**src/rfrx_consts.vh**
```
`ifndef RFRX_CONSTS_VH
`define RFRX_CONSTS_VH

// Register offsets on the host register port
`define RFRX_OFS_SOFD 8'h34
`define RFRX_OFS_RECEIVE_CONTROL 8'h35
`define RFRX_OFS_DEAD 8'h36
`define RFRX_OFS_THRESH 8'h37
`define RFRX_OFS_INCFG 8'h38

// Frame start detect register fields
`define RFRX_SOF_EN_BIT 5
`define RFRX_SOF_FLAG_BIT 4
`define RFRX_SUBCARRIER_IRQ_ENABLE_BIT 2
`define RFRX_SUBC_FLAG_BIT 1
`define RFRX_SUBC_LIVE_BIT 0

// Receive control fields
`define RFRX_ALLOW_BIT 7
`define RFRX_MULTI_BIT 6
`define RFRX_SUPP_BIT 3
`define RFRX_BAUD_MSB 2
`define RFRX_BAUD_LSB 0
`define RFRX_BAUD_26K 3'h2
`define RFRX_BAUD_52K 3'h3

// Dead time fields
`define RFRX_DT_UNIT_BIT 7
`define RFRX_DT_CNT_MSB 6

// Input config fields
`define RFRX_SINGLE_BIT 7
`define RFRX_ADC_BIT 6
`define RFRX_SIGSEL_MSB 5
`define RFRX_SIGSEL_LSB 4
`define RFRX_COLL_MSB 1
`define RFRX_COLL_OFF 2'h3

// Writable bit masks and reset values
`define RFRX_SOFD_WMASK 8'h24
`define RFRX_RECEIVE_CONTROL_WMASK 8'hcf
`define RFRX_INCFG_WMASK 8'hf3
`define RFRX_REG_RESET 8'h00

// Frame suppression byte limit
`define RFRX_SUPP_BYTES 2'h3

// Dead time carrier unit: 16 carrier periods, rounded up to clk cycles
`define RFRX_CLK_KHZ 40000
`define RFRX_CARRIER_KHZ 13560
`define RFRX_DT_CARRIER_PERIODS 16
// Sized to the unit counter so the unit select drops no bits
`define RFRX_DT_CARRIER_CYC 12'h030

`endif

```
**src/rfrx_config_regs.v**
```verilog
// Operation
// - Frame start enable raises frame start interrupt
// - Sticky frame start flag, software clears
// - Subcarrier enable raises same interrupt
// - Sticky subcarrier flag, software clears
// - Live subcarrier bit, read only
// - Partial byte allowed into FIFO
// - Multi frame keeps receiver running
// - Error byte appended after each stream in multi frame mode
// - Early error discards bytes, resets FIFO
// - Collision counts as reception error
// - Short frames, suppression cases: no completion interrupt
// - Baud field: 2h 26k, 3h 52k
// - Dead time unit: carrier or half bit
// - Dead time count ignores input after send
// - Decoder minimum level field
// - Phase detector minimum level field
// - Single input mode select bit
// - Converter mode: normal or card detection
// - Signal source select field
// - Collision level field, code 3 disables
// - Half bit unit from transmit bit rate
`timescale 1ns/1ps
`include "rfrx_consts.vh"

module rfrx_config_regs (
  input wire clk,
  input wire rst_n,
  // Host register port
  input wire [7:0] regAddr,
  input wire [7:0] regWdata,
  input wire regWrite,
  input wire regRead,
  output reg [7:0] regRdata,
  output reg regRvalid,
  // Receiver events
  input wire txEnd,
  input wire sofDetect,
  input wire subcarrierLive,
  input wire collisionDetect,
  input wire rxError,
  input wire [7:0] errorRegValue,
  input wire frameEnd,
  input wire crcEnable,
  input wire [11:0] dataBitHalfPeriod,
  // Received bytes in
  input wire byteValid,
  input wire [7:0] byteData,
  input wire bytePartial,
  output wire byteReady,
  // Bytes out to the FIFO
  output wire fifoValid,
  output wire [7:0] fifoData,
  input wire fifoReady,
  output reg fifoReset,
  // Status and control outputs
  output wire frameStartInterrupt,
  output reg rxCompleteIrq,
  output reg rxStop,
  output wire rxIgnore,
  output wire [1:0] baudSelect,
  output wire baudValid,
  output wire [3:0] decoderMinLevel,
  output wire [3:0] phaseDetectorMinLevel,
  output wire singleInputMode,
  output wire lowPowerCardDetection,
  output wire [1:0] signalSourceSelect,
  output wire [1:0] collisionLevel,
  output wire collisionEnable
);

  ////////////////////////////////////////////////////////////////////////////
  // Declarations
  reg [7:0] sofCtrl_r; // Enable bits of frame start register
  reg sofFlag_r; // Sticky frame start flag
  reg subcFlag_r; // Sticky subcarrier flag
  reg [7:0] receive_control_r; // Receive control
  reg [7:0] deadTime_r; // Dead time setting
  reg [7:0] thresh_r; // Threshold levels
  reg [7:0] inCfg_r; // Receiver input config
  reg [6:0] deadLeft_r; // Dead time units still to run
  reg [11:0] deadSub_r; // Cycle count inside one unit
  reg inFrame_r; // A frame has started
  reg [1:0] byteCnt_r; // Bytes in frame, saturates at three
  reg suppErr_r; // Frame hit a suppression error
  reg errPend_r; // Error byte waiting for buffer room
  reg [7:0] errByte_r; // Captured error byte
  reg [7:0] buf0_r; // Buffer head entry
  reg [7:0] buf1_r; // Buffer second entry
  reg [1:0] bufCnt_r; // Buffer fill level
  wire [7:0] sofRead; // Composed frame start register
  wire deadActive; // Inside dead time
  wire [11:0] deadUnit; // Cycles per dead time unit
  wire collCounted; // Collision taken as error
  wire anyErr; // Error in frame
  wire earlyErr; // Suppression error in first bytes
  wire dropPartial; // Partial byte refused
  wire inByte; // Byte accepted from receiver
  wire pushByte; // Byte placed in buffer
  wire pushErr; // Error byte placed in buffer
  wire push; // Any write into buffer
  wire pop; // Buffer entry taken by FIFO
  wire [7:0] pushData; // Data written into buffer
  wire bufFull; // Both entries used
  wire shortFrame; // Frame ended before three bytes
  wire sofEv; // Gated frame start event
  wire [7:0] rdNxt; // Read data for addressed register

  ////////////////////////////////////////////////////////////////////////////
  // Helpers

  // True when a write strobe hits the given offset
  function hit;
    input [7:0] addr;
    input [7:0] ofs;
    input strobe;
    begin
      hit = strobe && (addr == ofs);
    end
  endfunction

  ////////////////////////////////////////////////////////////////////////////
  // Configuration outputs
  assign baudSelect = receive_control_r[1:0];
  assign baudValid = (receive_control_r[`RFRX_BAUD_MSB:`RFRX_BAUD_LSB] ==
    `RFRX_BAUD_26K) || (receive_control_r[`RFRX_BAUD_MSB:`RFRX_BAUD_LSB] ==
    `RFRX_BAUD_52K);
  assign decoderMinLevel = thresh_r[7:4];
  assign phaseDetectorMinLevel = thresh_r[3:0];
  assign singleInputMode = inCfg_r[`RFRX_SINGLE_BIT];
  assign lowPowerCardDetection = inCfg_r[`RFRX_ADC_BIT];
  assign signalSourceSelect =
    inCfg_r[`RFRX_SIGSEL_MSB:`RFRX_SIGSEL_LSB];
  assign collisionLevel = inCfg_r[`RFRX_COLL_MSB:0];
  assign collisionEnable = (collisionLevel != `RFRX_COLL_OFF);

  ////////////////////////////////////////////////////////////////////////////
  // Dead time after sending
  // Unit is carrier based or half a data bit of the transmit rate
  assign deadUnit = deadTime_r[`RFRX_DT_UNIT_BIT] ? dataBitHalfPeriod :
    `RFRX_DT_CARRIER_CYC;
  assign deadActive = (deadLeft_r != 7'h00);
  assign rxIgnore = deadActive;

  // Count units down after each end of transmission
  always @(posedge clk) begin
    if (!rst_n) begin
      deadLeft_r <= 7'h00;
      deadSub_r <= 12'h000;
    end else if (txEnd) begin
      // Restart the window
      deadLeft_r <= deadTime_r[`RFRX_DT_CNT_MSB:0];
      deadSub_r <= 12'h000;
    end else if (deadActive) begin
      // Step through one unit at a time
      if (deadSub_r + 12'h001 >= deadUnit) begin
        deadSub_r <= 12'h000;
        deadLeft_r <= deadLeft_r - 7'h01;
      end else begin
        deadSub_r <= deadSub_r + 12'h001;
      end
    end
  end

  ////////////////////////////////////////////////////////////////////////////
  // Frame start and subcarrier flags
  assign sofEv = sofDetect && !deadActive;
  assign sofRead = {2'b00, sofCtrl_r[`RFRX_SOF_EN_BIT], sofFlag_r, 1'b0,
    sofCtrl_r[`RFRX_SUBCARRIER_IRQ_ENABLE_BIT], subcFlag_r,
    subcarrierLive};
  assign frameStartInterrupt =
    (sofCtrl_r[`RFRX_SOF_EN_BIT] && sofFlag_r) ||
    (sofCtrl_r[`RFRX_SUBCARRIER_IRQ_ENABLE_BIT] && subcFlag_r);

  // Sticky flags: a new event wins over a software clear
  always @(posedge clk) begin
    if (!rst_n) begin
      sofFlag_r <= 1'b0;
      subcFlag_r <= 1'b0;
    end else begin
      if (sofEv) begin
        sofFlag_r <= 1'b1;
      end else if (hit(regAddr, `RFRX_OFS_SOFD, regWrite) &&
        !regWdata[`RFRX_SOF_FLAG_BIT]) begin
        sofFlag_r <= 1'b0;
      end
      if (subcarrierLive && !deadActive) begin
        subcFlag_r <= 1'b1;
      end else if (hit(regAddr, `RFRX_OFS_SOFD, regWrite) &&
        !regWdata[`RFRX_SUBC_FLAG_BIT]) begin
        subcFlag_r <= 1'b0;
      end
    end
  end

  ////////////////////////////////////////////////////////////////////////////
  // Register writes
  always @(posedge clk) begin
    if (!rst_n) begin
      sofCtrl_r <= `RFRX_REG_RESET;
      receive_control_r <= `RFRX_REG_RESET;
      deadTime_r <= `RFRX_REG_RESET;
      thresh_r <= `RFRX_REG_RESET;
      inCfg_r <= `RFRX_REG_RESET;
    end else begin
      if (hit(regAddr, `RFRX_OFS_SOFD, regWrite)) begin
        sofCtrl_r <= regWdata & `RFRX_SOFD_WMASK;
      end
      if (hit(regAddr, `RFRX_OFS_RECEIVE_CONTROL, regWrite)) begin
        receive_control_r <= regWdata & `RFRX_RECEIVE_CONTROL_WMASK;
      end
      if (hit(regAddr, `RFRX_OFS_DEAD, regWrite)) begin
        deadTime_r <= regWdata;
      end
      if (hit(regAddr, `RFRX_OFS_THRESH, regWrite)) begin
        thresh_r <= regWdata;
      end
      if (hit(regAddr, `RFRX_OFS_INCFG, regWrite)) begin
        inCfg_r <= regWdata & `RFRX_INCFG_WMASK;
      end
    end
  end

  ////////////////////////////////////////////////////////////////////////////
  // Register reads, one cycle after the strobe
  assign rdNxt = (regAddr == `RFRX_OFS_SOFD) ? sofRead :
    (regAddr == `RFRX_OFS_RECEIVE_CONTROL) ? receive_control_r :
    (regAddr == `RFRX_OFS_DEAD) ? deadTime_r :
    (regAddr == `RFRX_OFS_THRESH) ? thresh_r :
    (regAddr == `RFRX_OFS_INCFG) ? inCfg_r : 8'h00;

  always @(posedge clk) begin
    if (!rst_n) begin
      regRdata <= 8'h00;
      regRvalid <= 1'b0;
    end else begin
      regRvalid <= regRead;
      if (regRead) begin
        regRdata <= rdNxt;
      end
    end
  end

  ////////////////////////////////////////////////////////////////////////////
  // Frame tracking and suppression
  assign collCounted = collisionDetect && collisionEnable;
  assign anyErr = (rxError || collCounted) && !deadActive;
  assign earlyErr = receive_control_r[`RFRX_SUPP_BIT] && inFrame_r && anyErr &&
    (byteCnt_r < `RFRX_SUPP_BYTES);
  assign shortFrame = receive_control_r[`RFRX_SUPP_BIT] && inFrame_r &&
    (byteCnt_r < `RFRX_SUPP_BYTES);

  // Byte count, error marks, stop and completion pulses
  always @(posedge clk) begin
    if (!rst_n) begin
      inFrame_r <= 1'b0;
      byteCnt_r <= 2'h0;
      suppErr_r <= 1'b0;
      fifoReset <= 1'b0;
      rxCompleteIrq <= 1'b0;
      rxStop <= 1'b0;
    end else begin
      fifoReset <= earlyErr;
      rxCompleteIrq <= 1'b0;
      rxStop <= 1'b0;
      if (sofEv) begin
        // New frame starts a fresh count
        inFrame_r <= 1'b1;
        byteCnt_r <= 2'h0;
        suppErr_r <= 1'b0;
      end else if (frameEnd) begin
        inFrame_r <= 1'b0;
        rxCompleteIrq <= !(suppErr_r || earlyErr || shortFrame);
        rxStop <= !receive_control_r[`RFRX_MULTI_BIT];
      end else begin
        if (earlyErr) begin
          // Discarded bytes restart the count
          suppErr_r <= 1'b1;
          byteCnt_r <= 2'h0;
        end else if (inByte && byteCnt_r != `RFRX_SUPP_BYTES) begin
          byteCnt_r <= byteCnt_r + 2'h1;
        end
      end
    end
  end

  ////////////////////////////////////////////////////////////////////////////
  // Byte path into the two-entry buffer
  assign bufFull = (bufCnt_r == 2'h2);
  assign dropPartial = bytePartial && crcEnable &&
    !receive_control_r[`RFRX_ALLOW_BIT];
  assign byteReady = !bufFull && !errPend_r;
  assign inByte = byteValid && byteReady && !deadActive;
  assign pushByte = inByte && !dropPartial;
  assign pushErr = errPend_r && !bufFull;
  assign push = pushByte || pushErr;
  assign pushData = errPend_r ? errByte_r : byteData;
  assign fifoValid = (bufCnt_r != 2'h0);
  assign fifoData = buf0_r;
  assign pop = fifoValid && fifoReady;

  // Capture the error byte at the end of each stream when multi frame is set
  always @(posedge clk) begin
    if (!rst_n) begin
      errPend_r <= 1'b0;
      errByte_r <= 8'h00;
    end else if (frameEnd && receive_control_r[`RFRX_MULTI_BIT]) begin
      errPend_r <= 1'b1;
      errByte_r <= errorRegValue;
    end else if (pushErr) begin
      errPend_r <= 1'b0;
    end
  end

  // Buffer: flushed on suppression, else push and pop freely
  always @(posedge clk) begin
    if (!rst_n) begin
      bufCnt_r <= 2'h0;
      buf0_r <= 8'h00;
      buf1_r <= 8'h00;
    end else if (earlyErr) begin
      bufCnt_r <= 2'h0;
    end else begin
      case ({push, pop})
        2'b10: begin
          // Fill next free entry
          if (bufCnt_r == 2'h0) begin
            buf0_r <= pushData;
          end else begin
            buf1_r <= pushData;
          end
          bufCnt_r <= bufCnt_r + 2'h1;
        end
        2'b01: begin
          // Shift second entry forward
          buf0_r <= buf1_r;
          bufCnt_r <= bufCnt_r - 2'h1;
        end
        2'b11: begin
          // Level unchanged
          if (bufCnt_r == 2'h1) begin
            buf0_r <= pushData;
          end else begin
            buf0_r <= buf1_r;
            buf1_r <= pushData;
          end
        end
        default: begin
          bufCnt_r <= bufCnt_r;
        end
      endcase
    end
  end

endmodule // rfrx_config_regs

```
**config.mk**
```make
export PLATFORM = sky130hd
export DESIGN_NAME = rfrx_config_regs
export DESIGN_NICKNAME = d
export VERILOG_FILES = /design/src/rfrx_config_regs.v
export VERILOG_INCLUDE_DIRS = /design/src /design/src/src
export SDC_FILE = /design/constraint.sdc
export NUM_CORES = 1
export LEC_CHECK = 0
export BUFFER_PORTS_ARGS = -buffer_cell sky130_fd_sc_hd__buf_2
export CAP_MARGIN = 15
export CORE_MARGIN = 5
export CORE_UTILIZATION = 41
export CTS_CLUSTER_DIAMETER = 30
export DETAILED_ROUTE_END_ITERATION = 16
export HOLD_SLACK_MARGIN = 0.05
export PLACE_DENSITY_LB_ADDON = 0.15
export SYNTH_ARGS = -nofsm -noshare
export SYNTH_HDL_FRONTEND = slang
export SYNTH_SLANG_ARGS = --single-unit
```
**constraint.sdc**
```tcl
create_clock -name clk -period 3.8 [get_ports clk]
set_clock_uncertainty 0.2 [all_clocks]
set_input_delay 0.38 -clock clk [delete_from_list [all_inputs] [get_ports clk]]
set_output_delay 0.38 -clock clk [all_outputs]
set_load 0.02 [all_outputs]
```
### After elaboration in Yosys (flattened, before gate mapping)

Index checks and enable logic that the tools add are counted.

| operators by class | value |
|---|---|
| $add $sub $neg | 5 |
| multiply operators | 0 |
| divide/modulo/power cells | 0 |
| order comparisons | 2 |
| eq/ne operators | 17 |
| shifts and indexed selects | 0 |
| multiplexer cells | 28 |
| bitwise logic cells | 3 |
| reductions and logical operators | 64 |

Operators with widths:

| cell | number |
|---|---|
| $mux W8 | 10 |
| $eq A8 B6 Y1 const B | 5 |
| $logic_and A1 B1 Y1 | 27 |
| $mux W12 | 2 |
| $pmux W8 S3 | 1 |
| $mux W7 | 3 |
| $reduce_bool A2 Y1 | 10 |
| $pmux W8 S2 | 1 |
| $add A12 B1 Y12 const B | 1 |
| $ge A12 B12 Y1 | 1 |
| $ne A2 B2 Y1 const B | 5 |
| $logic_not A1 Y1 | 9 |
| $mux W1 | 8 |
| $reduce_bool A7 Y1 | 1 |
| $sub A7 B1 Y7 const B | 1 |
| $eq A2 B2 Y1 const B | 3 |
| $eq A3 B2 Y1 const B | 2 |
| $logic_or A1 B1 Y1 | 6 |
| $reduce_and A2 Y1 | 3 |
| $reduce_or A2 Y1 | 3 |
| $add A2 B1 Y2 const B | 2 |
| $eq A2 B1 Y1 const B | 2 |
| $mux W2 | 2 |
| $pmux W2 S2 | 1 |
| 8 further kinds | 10 |

| word-level totals | value |
|---|---|
| register bits after elaboration | 94 |
| bits in latches | 0 |
| RAM bits | 0 |
| ROM bits | 0 |
| bits of input ports | 58 |
| output and inout port bits | 42 |
| logic and storage cells | 141 |
| memories | 0 |

### Depth between registers and ports, before layout

Gate-level depths: netlist (run 1).

| depth | value |
|---|---|
| word-level depth | 10 |
| mapped depth | 14 |
| mapped depth without buffers | 12 |

### Least setup slack after synthesis (run 1)

OpenSTA, ideal clock, no wires.

| timing | value |
|---|---|
| path type | register -> register |
| start point | register deadSub_r[0] |
| end point | register deadLeft_r[6] |
| setup time | 0.122 ns |
| arrival | 2.692 ns |
| slack | 0.786 ns |
| cell stages (with the launch flop) | 12 |
| clock period less this slack | 3.014 ns |
| cells stage by stage | dfxtp_1 ha_1 and3_1 clkbuf_1 nand3_1 xnor2_1 ha_1 nand2_1 o21ai_2 a32oi_2 and4_1 a221o_1 |

| between the ends | value |
|---|---|
| longest elaborated chain between the ends | 4 |

RTL lines:

| element | RTL line | source |
|---|---|---|
| start: declaration | rfrx_config_regs.v:82 | `reg [11:0] deadSub_r;` |
| start signal: assignment | rfrx_config_regs.v:160 | `deadSub_r <= deadSub_r + 12'h001;` |
| $add A12 B1 Y12 | rfrx_config_regs.v:156 | `if (deadSub_r + 12'h001 >= deadUnit) begin` |
| $ge A12 B12 Y1 | rfrx_config_regs.v:156 |  |
| $reduce_bool A2 Y1 (no line) | -- |  |
| $reduce_and A2 Y1 (no line) | -- |  |
| end signal: assignment | rfrx_config_regs.v:152 | `` deadLeft_r <= deadTime_r[`RFRX_DT_CNT_MSB:0]; `` |
| end signal: assignment | rfrx_config_regs.v:158 | `deadLeft_r <= deadLeft_r - 7'h01;` |
| end: declaration | rfrx_config_regs.v:81 | `reg [6:0] deadLeft_r;` |

Every way passes these cells.
A chain may end at the register's enable or synchronous reset.

### Final worst setup path (run 1)

| timing | value |
|---|---|
| start point | register deadSub_r[0] |
| end point | register deadLeft_r[1] |

Same word-level chain as after synthesis.

==> results of run 1 <==
-- routing by layer --
metal  routed length (µm)  part of all wire  vias up
met2                 6080              0.46      162
met1                 6130              0.46     2005
met3                  837             0.063       17
li1                     -                 -     2199
met5                    0                 0        -
met4                  247             0.019        0
-- cell type report --
| cell class | count | area (µm²) | share of cell area |
|---|---|---|---|
| flip-flops and latches | 94 | 1880 | 0.328 |
| clock inverters | 4 | 47.5 | 0.00828 |
| well taps | 143 | 179 | 0.0311 |
| inverters | 14 | 52.6 | 0.00915 |
| clock buffers | 12 | 236 | 0.0412 |
| multi-input cells | 423 | 2820 | 0.490 |
| repair buffers | 104 | 533 | 0.0928 |
-- state kept, by name, summed over array words and instances, names as in the netlist --
register           cells
errByte_r              8
rxCompleteIrq          1
regRdata               8
buf1_r                 8
rxStop                 1
receive_control_r      6
fifoData               8
deadLeft_r             7
regRvalid              1
fifoReset              1
bufCnt_r               2
byteCnt_r              2
thresh_r               8
deadTime_r             8
deadSub_r             12
subcFlag_r             1
errPend_r              1
sofFlag_r              1
inCfg_r                6
inFrame_r              1
suppErr_r              1
sofCtrl_r              2
-- stage by stage --
step | hold slack (ns) | power (mW) | setup slack, ns | util | cell area, µm²
after floorplan | 0.200 | 1.48 | 0.786 | - | 4890
after global placement | 0.239 | 1.63 | 0.628 | 0.472 | 5460
after detailed placement | 0.244 | 1.65 | 0.532 | 0.472 | 5460
after CTS | 0.0923 | 2.53 | 0.499 | 0.497 | 5750
after global routing | 0.111 | 2.63 | 0.223 | 0.497 | 5750
final | 0.0965 | 2.50 | 0.484 | 0.497 | 5750
-- cells by family after synthesis --
family	share of synthesized area
flops	0.385
xor+xnor	0.0215
buf+inv	0.0387
fa+ha+maj	0.0589
compound gates	0.196
mux	0.0853
simple gates	0.215
-- report_power, final --
group,leakage (nW),internal (mW),switching (mW)
clock,0.137,0.509,0.377
sequential,0.764,1.05,0.0384
combinational,1.48,0.200,0.327
total,2.38,1.76,0.742
-- critical path: stages (launching register included) --
cell and delay, ns:
dfxtp_1 0.46, ha_1 0.28, and3_1 0.30, nand3_1 0.13, xnor2_1 0.17, ha_1 0.31
nand2_1 0.05, o21ai_0 0.57, a211oi_2 0.17, or2_1 0.29, o311ai_1 0.29
-- worst paths after layout --
check                          endpoint  slack, ns  cells after the start
max reg2reg  deadLeft_r[1]$_SDFFE_PN0P_       0.48                     10
max          deadLeft_r[1]$_SDFFE_PN0P_       0.48                     10
min           errByte_r[5]$_SDFFE_PN0P_        0.1                      3
min reg2reg    rxCompleteIrq$_SDFF_PP0_       0.24                      1
-- cell usage in the layout, fill, tap and decap left out, drive strengths merged, types with 3 or more instances in the layout --
cell	instances
a21oi	45
xnor2	8
nor3	13
or3	4
nand3	34
and2	5
and3	9
o211ai	5
nand3b	3
a221o	4
buf	104
mux2	3
nand4	4
o221ai	5
nand2	51
nor2b	8
nor3b	3
nor2	66
xor2	4
a211oi	24
o21ai	19
mux2i	36
inv	14
nand2b	8
a31o	4
dfxtp	94
clkbuf	12
a32oi	3
ha	23
==> results.ini, run 1 <==
[grt]
grt_pass1_wl_mm=22.2
gr-total-overflow=0
first_global_vias=4366
gr-usage-met2=0.307
grt_use_met1=0.257
met3_usage=0.0403
grt_max_degree=65
busiest_layer=met2
antenna_found_initial=0
gr-usage-all-layers=0.192

[layout]
final-instance-count-excl-fill=794
fin_nets=727
drive_above_1_share=0.221
area_growth_pct=17.6
fillCellCount=1137
antennaDiodeCount=0

[job]
drv_cap=0

[critical_path]
crit_path_start=deadSub_r[0]$_SDFFE_PP0P_
worstPathMaxFanout=6
r2r-start=deadSub_r[0]$_SDFFE_PP0P_
critPathCaptureType=flop
required_ns=3.85
cp.arrival_ns=3.36
critPathLaunchType=flop
criticalPathCategory=flop to flop

[floorplanning]
start_util=0.422
die_y_um=119
fp.dieW_um=119
core_um2=11600
die_area_um2=14200
num_rows=39
pin_count=100

[status]
outcome=finished clean

[timing]
fmax_mhz=302
slew_viol_final=0
rsz0062_at_grt=false
fin_setup_tns_ns=0
tightest_slew_ns=0.700
setup_violations=0
fin_crit_ns=3.32
max_slew_margin=0.528
finalHoldViolations=0
finalCritPeriodShare=0.873

[clock_network]
holdBufCountCts=0
cts_num_sinks=94
cts-buffers-inserted=9
cts_root_buffer=clkbuf_16
postCtsSetupBuffers=0
htreeDepth=3
clk_pin_slew_ns=0.06
clockBufferDepth=2
cts_resized=0
cts_tree=done
clock_latency_ns=0.35

[synth]
yosys_warnings=0
syn_inst=563
netlist_top_cells_count=dfxtp_1, nor2_1, nand2_1
yosysUniqueCellTypes=67
ys_seq_elements=94
synth_area_leader_cell=dfxtp_1
avgSynthCellArea_um2=8.68
synth_edf_count=0
synth_area_leaders=dfxtp_1, mux2i_1, ha_1, nor2_1, a21oi_1
synth_top_area_share=0.385
syn_nets=644
synth_ff_type=dfxtp_1
yosysMostFrequentCell=dfxtp_1
seq_area_frac_synth=0.385
synth_area_um2=4890
async_reset_ff_frac=0

[power_and_ir_drop]
p_leak_nw=2.38
ir_worst_vdd_uv=233
powerDensity_nw_per_um2=436

[routing]
drt.antenna.violating_nets=0
firstDrtPassIters=5
vias=4383
drtIter0Drc=223
routed_wl_mm=13.3
viasPerCell=5.52
drc_errors=0
wl_per_cell_um=16.7

[placement]
gp_congestion=0.870
dp.cells=778
portBuffers=99
dp_hpwl_mm=10.0

[worst_hold_path]
holdCritPathClass=input pin to flop
hold_start=errorRegValue[5]

Note: power is estimated with default switching activity, not from simulation.
==> run 2, diff against run 1 <==
--- a/config.mk
+++ b/config.mk
@@ -13,7 +13,6 @@
 export CTS_CLUSTER_DIAMETER = 30
 export DETAILED_ROUTE_END_ITERATION = 16
 export HOLD_SLACK_MARGIN = 0.05
-export PLACE_DENSITY_LB_ADDON = 0.15
 export SYNTH_ARGS = -nofsm -noshare
 export SYNTH_HDL_FRONTEND = slang
 export SYNTH_SLANG_ARGS = --single-unit
==> results.ini, run 2 (synthesized netlist as in run 1, its figures left out) <==
[timing]
tightest_slew_ns=0.695
max_slew_margin=0.532
fin_setup_tns_ns=0
layout_setup_ws_ns=0.488
holdWs_ns=0.105
finalHoldViolations=0
fin_crit_ns=3.31
slew_viol_final=0
fmax_mhz=302
finalCritPeriodShare=0.872
rsz0062_at_grt=false
setup_violations=0

[critical_path]
critPathCaptureType=flop
required_ns=3.82
critPathLaunchType=flop
criticalPathCategory=flop to flop
cp.arrival_ns=3.33
worstPathMaxFanout=8

[status]
outcome=finished clean

[clock_network]
holdBufCountCts=0
htreeDepth=3
postCtsSetupBuffers=0
cts_tree=done
cts_num_sinks=94
clk_pin_slew_ns=0.07
cts_root_buffer=clkbuf_16
clock_latency_ns=0.34
cts-buffers-inserted=9
clockBufferDepth=2
cts_resized=0

[layout]
antennaDiodeCount=0
area_growth_pct=18.3
final_common_cell=buf_2
drive_above_1_share=0.227
top_register=deadSub_r
largest_reg_flops=12
final_cell_mix=buf_2, dfxtp_1, nor2_1
fillCellCount=1134
fin_nets=728
fin_util=0.500

[floorplanning]
core_um2=11600
fp.dieW_um=119
die_y_um=119
die_area_um2=14200
num_rows=39
start_util=0.422
pin_count=100

[routing]
routed_wl_mm=13.6
met1_length_mm=6.30
wl_met3_um=864
vias=4465
firstDrtPassIters=5
wl_per_cell_um=17.1
drc_errors=0
viasPerCell=5.62
dr.max_layer_used=met4
routed-wl-met2_mm=6.20
drt.antenna.violating_nets=0
drtIter0Drc=240

[power_and_ir_drop]
clockPowerShare=0.363
p_int_mw=1.80
p_sw_mw=0.752
p_comb_frac=0.208
switching_share=0.295
powerDensity_nw_per_um2=441
ir_worst_vdd_uv=222
pwr-share-seq=0.429
p_leak_nw=2.39

[grt]
first_global_vias=4420
grt_max_degree=65
gr-total-overflow=0
gr-usage-all-layers=0.188
grt_pass1_wl_mm=22.0
antenna_found_initial=0

[job]
drv_cap=0

[placement]
gp_congestion=0.906
dp_hpwl_mm=10.1
portBuffers=99
dp_slack_ns=0.535

[worst_hold_path]
holdCritPathClass=input pin to flop

## run 2: changes by cell type in the layout (fill, tap and decap cells not counted), sizes merged
cell      change
clkinvlp      +2
buf           +1
clkbuf        -1
clkinv        -1
## run 2: power by group through the flow
stage / Clock, mW / Combinational (mW) / Sequential, mW
2_1_floorplan: 0 / 0.332 / 1.15
3_3_place_gp: 0 / 0.525 / 1.11
3_5_place_dp: 0 / 0.530 / 1.12
4_1_cts: 0.948 / 0.533 / 1.10
5_1_grt: 0.983 / 0.590 / 1.10
6_report: 0.926 / 0.529 / 1.09
## run 2: worst paths after layout
kind	startpoint	to	slack [ns]	cells after the start
max	deadSub_r[0]$_SDFFE_PP0P_	deadLeft_r[6]$_SDFFE_PN0P_	0.49	10
min	errorRegValue[7]	errByte_r[7]$_SDFFE_PN0P_	0.11	3
max reg2reg	deadSub_r[0]$_SDFFE_PP0P_	deadLeft_r[6]$_SDFFE_PN0P_	0.49	10
min reg2reg	suppErr_r$_SDFFE_PP0P_	rxCompleteIrq$_SDFF_PP0_	0.25	1
## run 2: metal layers
| metal | GRT usage | vias to the layer above |
|---|---|---|
| met5 | 0 | - |
| met4 | 0.0659 | 0 |
| met3 | 0.0308 | 19 |
| met2 | 0.301 | 151 |
| met1 | 0.258 | 2091 |
| li1 | - | 2204 |
## run 2: area by class of cell
class	count	area [µm²]	share of cell area
clock inverter	5	57.6	0.00996
sequential	94	1880	0.326
tap	143	179	0.0310
timing repair buffer	105	541	0.0935
inverter	14	52.6	0.00909
clock buffer	11	253	0.0437
multi-input combinational	423	2820	0.487
## run 2: worst max-delay path, cell delays in order, from the launching register on
cell     delay (ns)
dfxtp_1        0.46
ha_1           0.29
and3_1         0.32
nand3_1        0.14
xnor2_1        0.17
ha_1           0.31
nand2_1        0.09
o21ai_2        0.48
a32oi_2        0.24
and4_1         0.25
a221o_1        0.25
## run 2: stage by stage
| step | instance area (µm²) | std cells | total power [mW] |
|---|---|---|---|
| after floorplan | 4890 | 563 | 1.48 |
| after global placement | 5470 | 779 | 1.64 |
| after detailed placement | 5470 | 779 | 1.65 |
| after CTS | 5780 | 795 | 2.58 |
| after global routing | 5780 | 795 | 2.68 |
| final | 5780 | 795 | 2.55 |
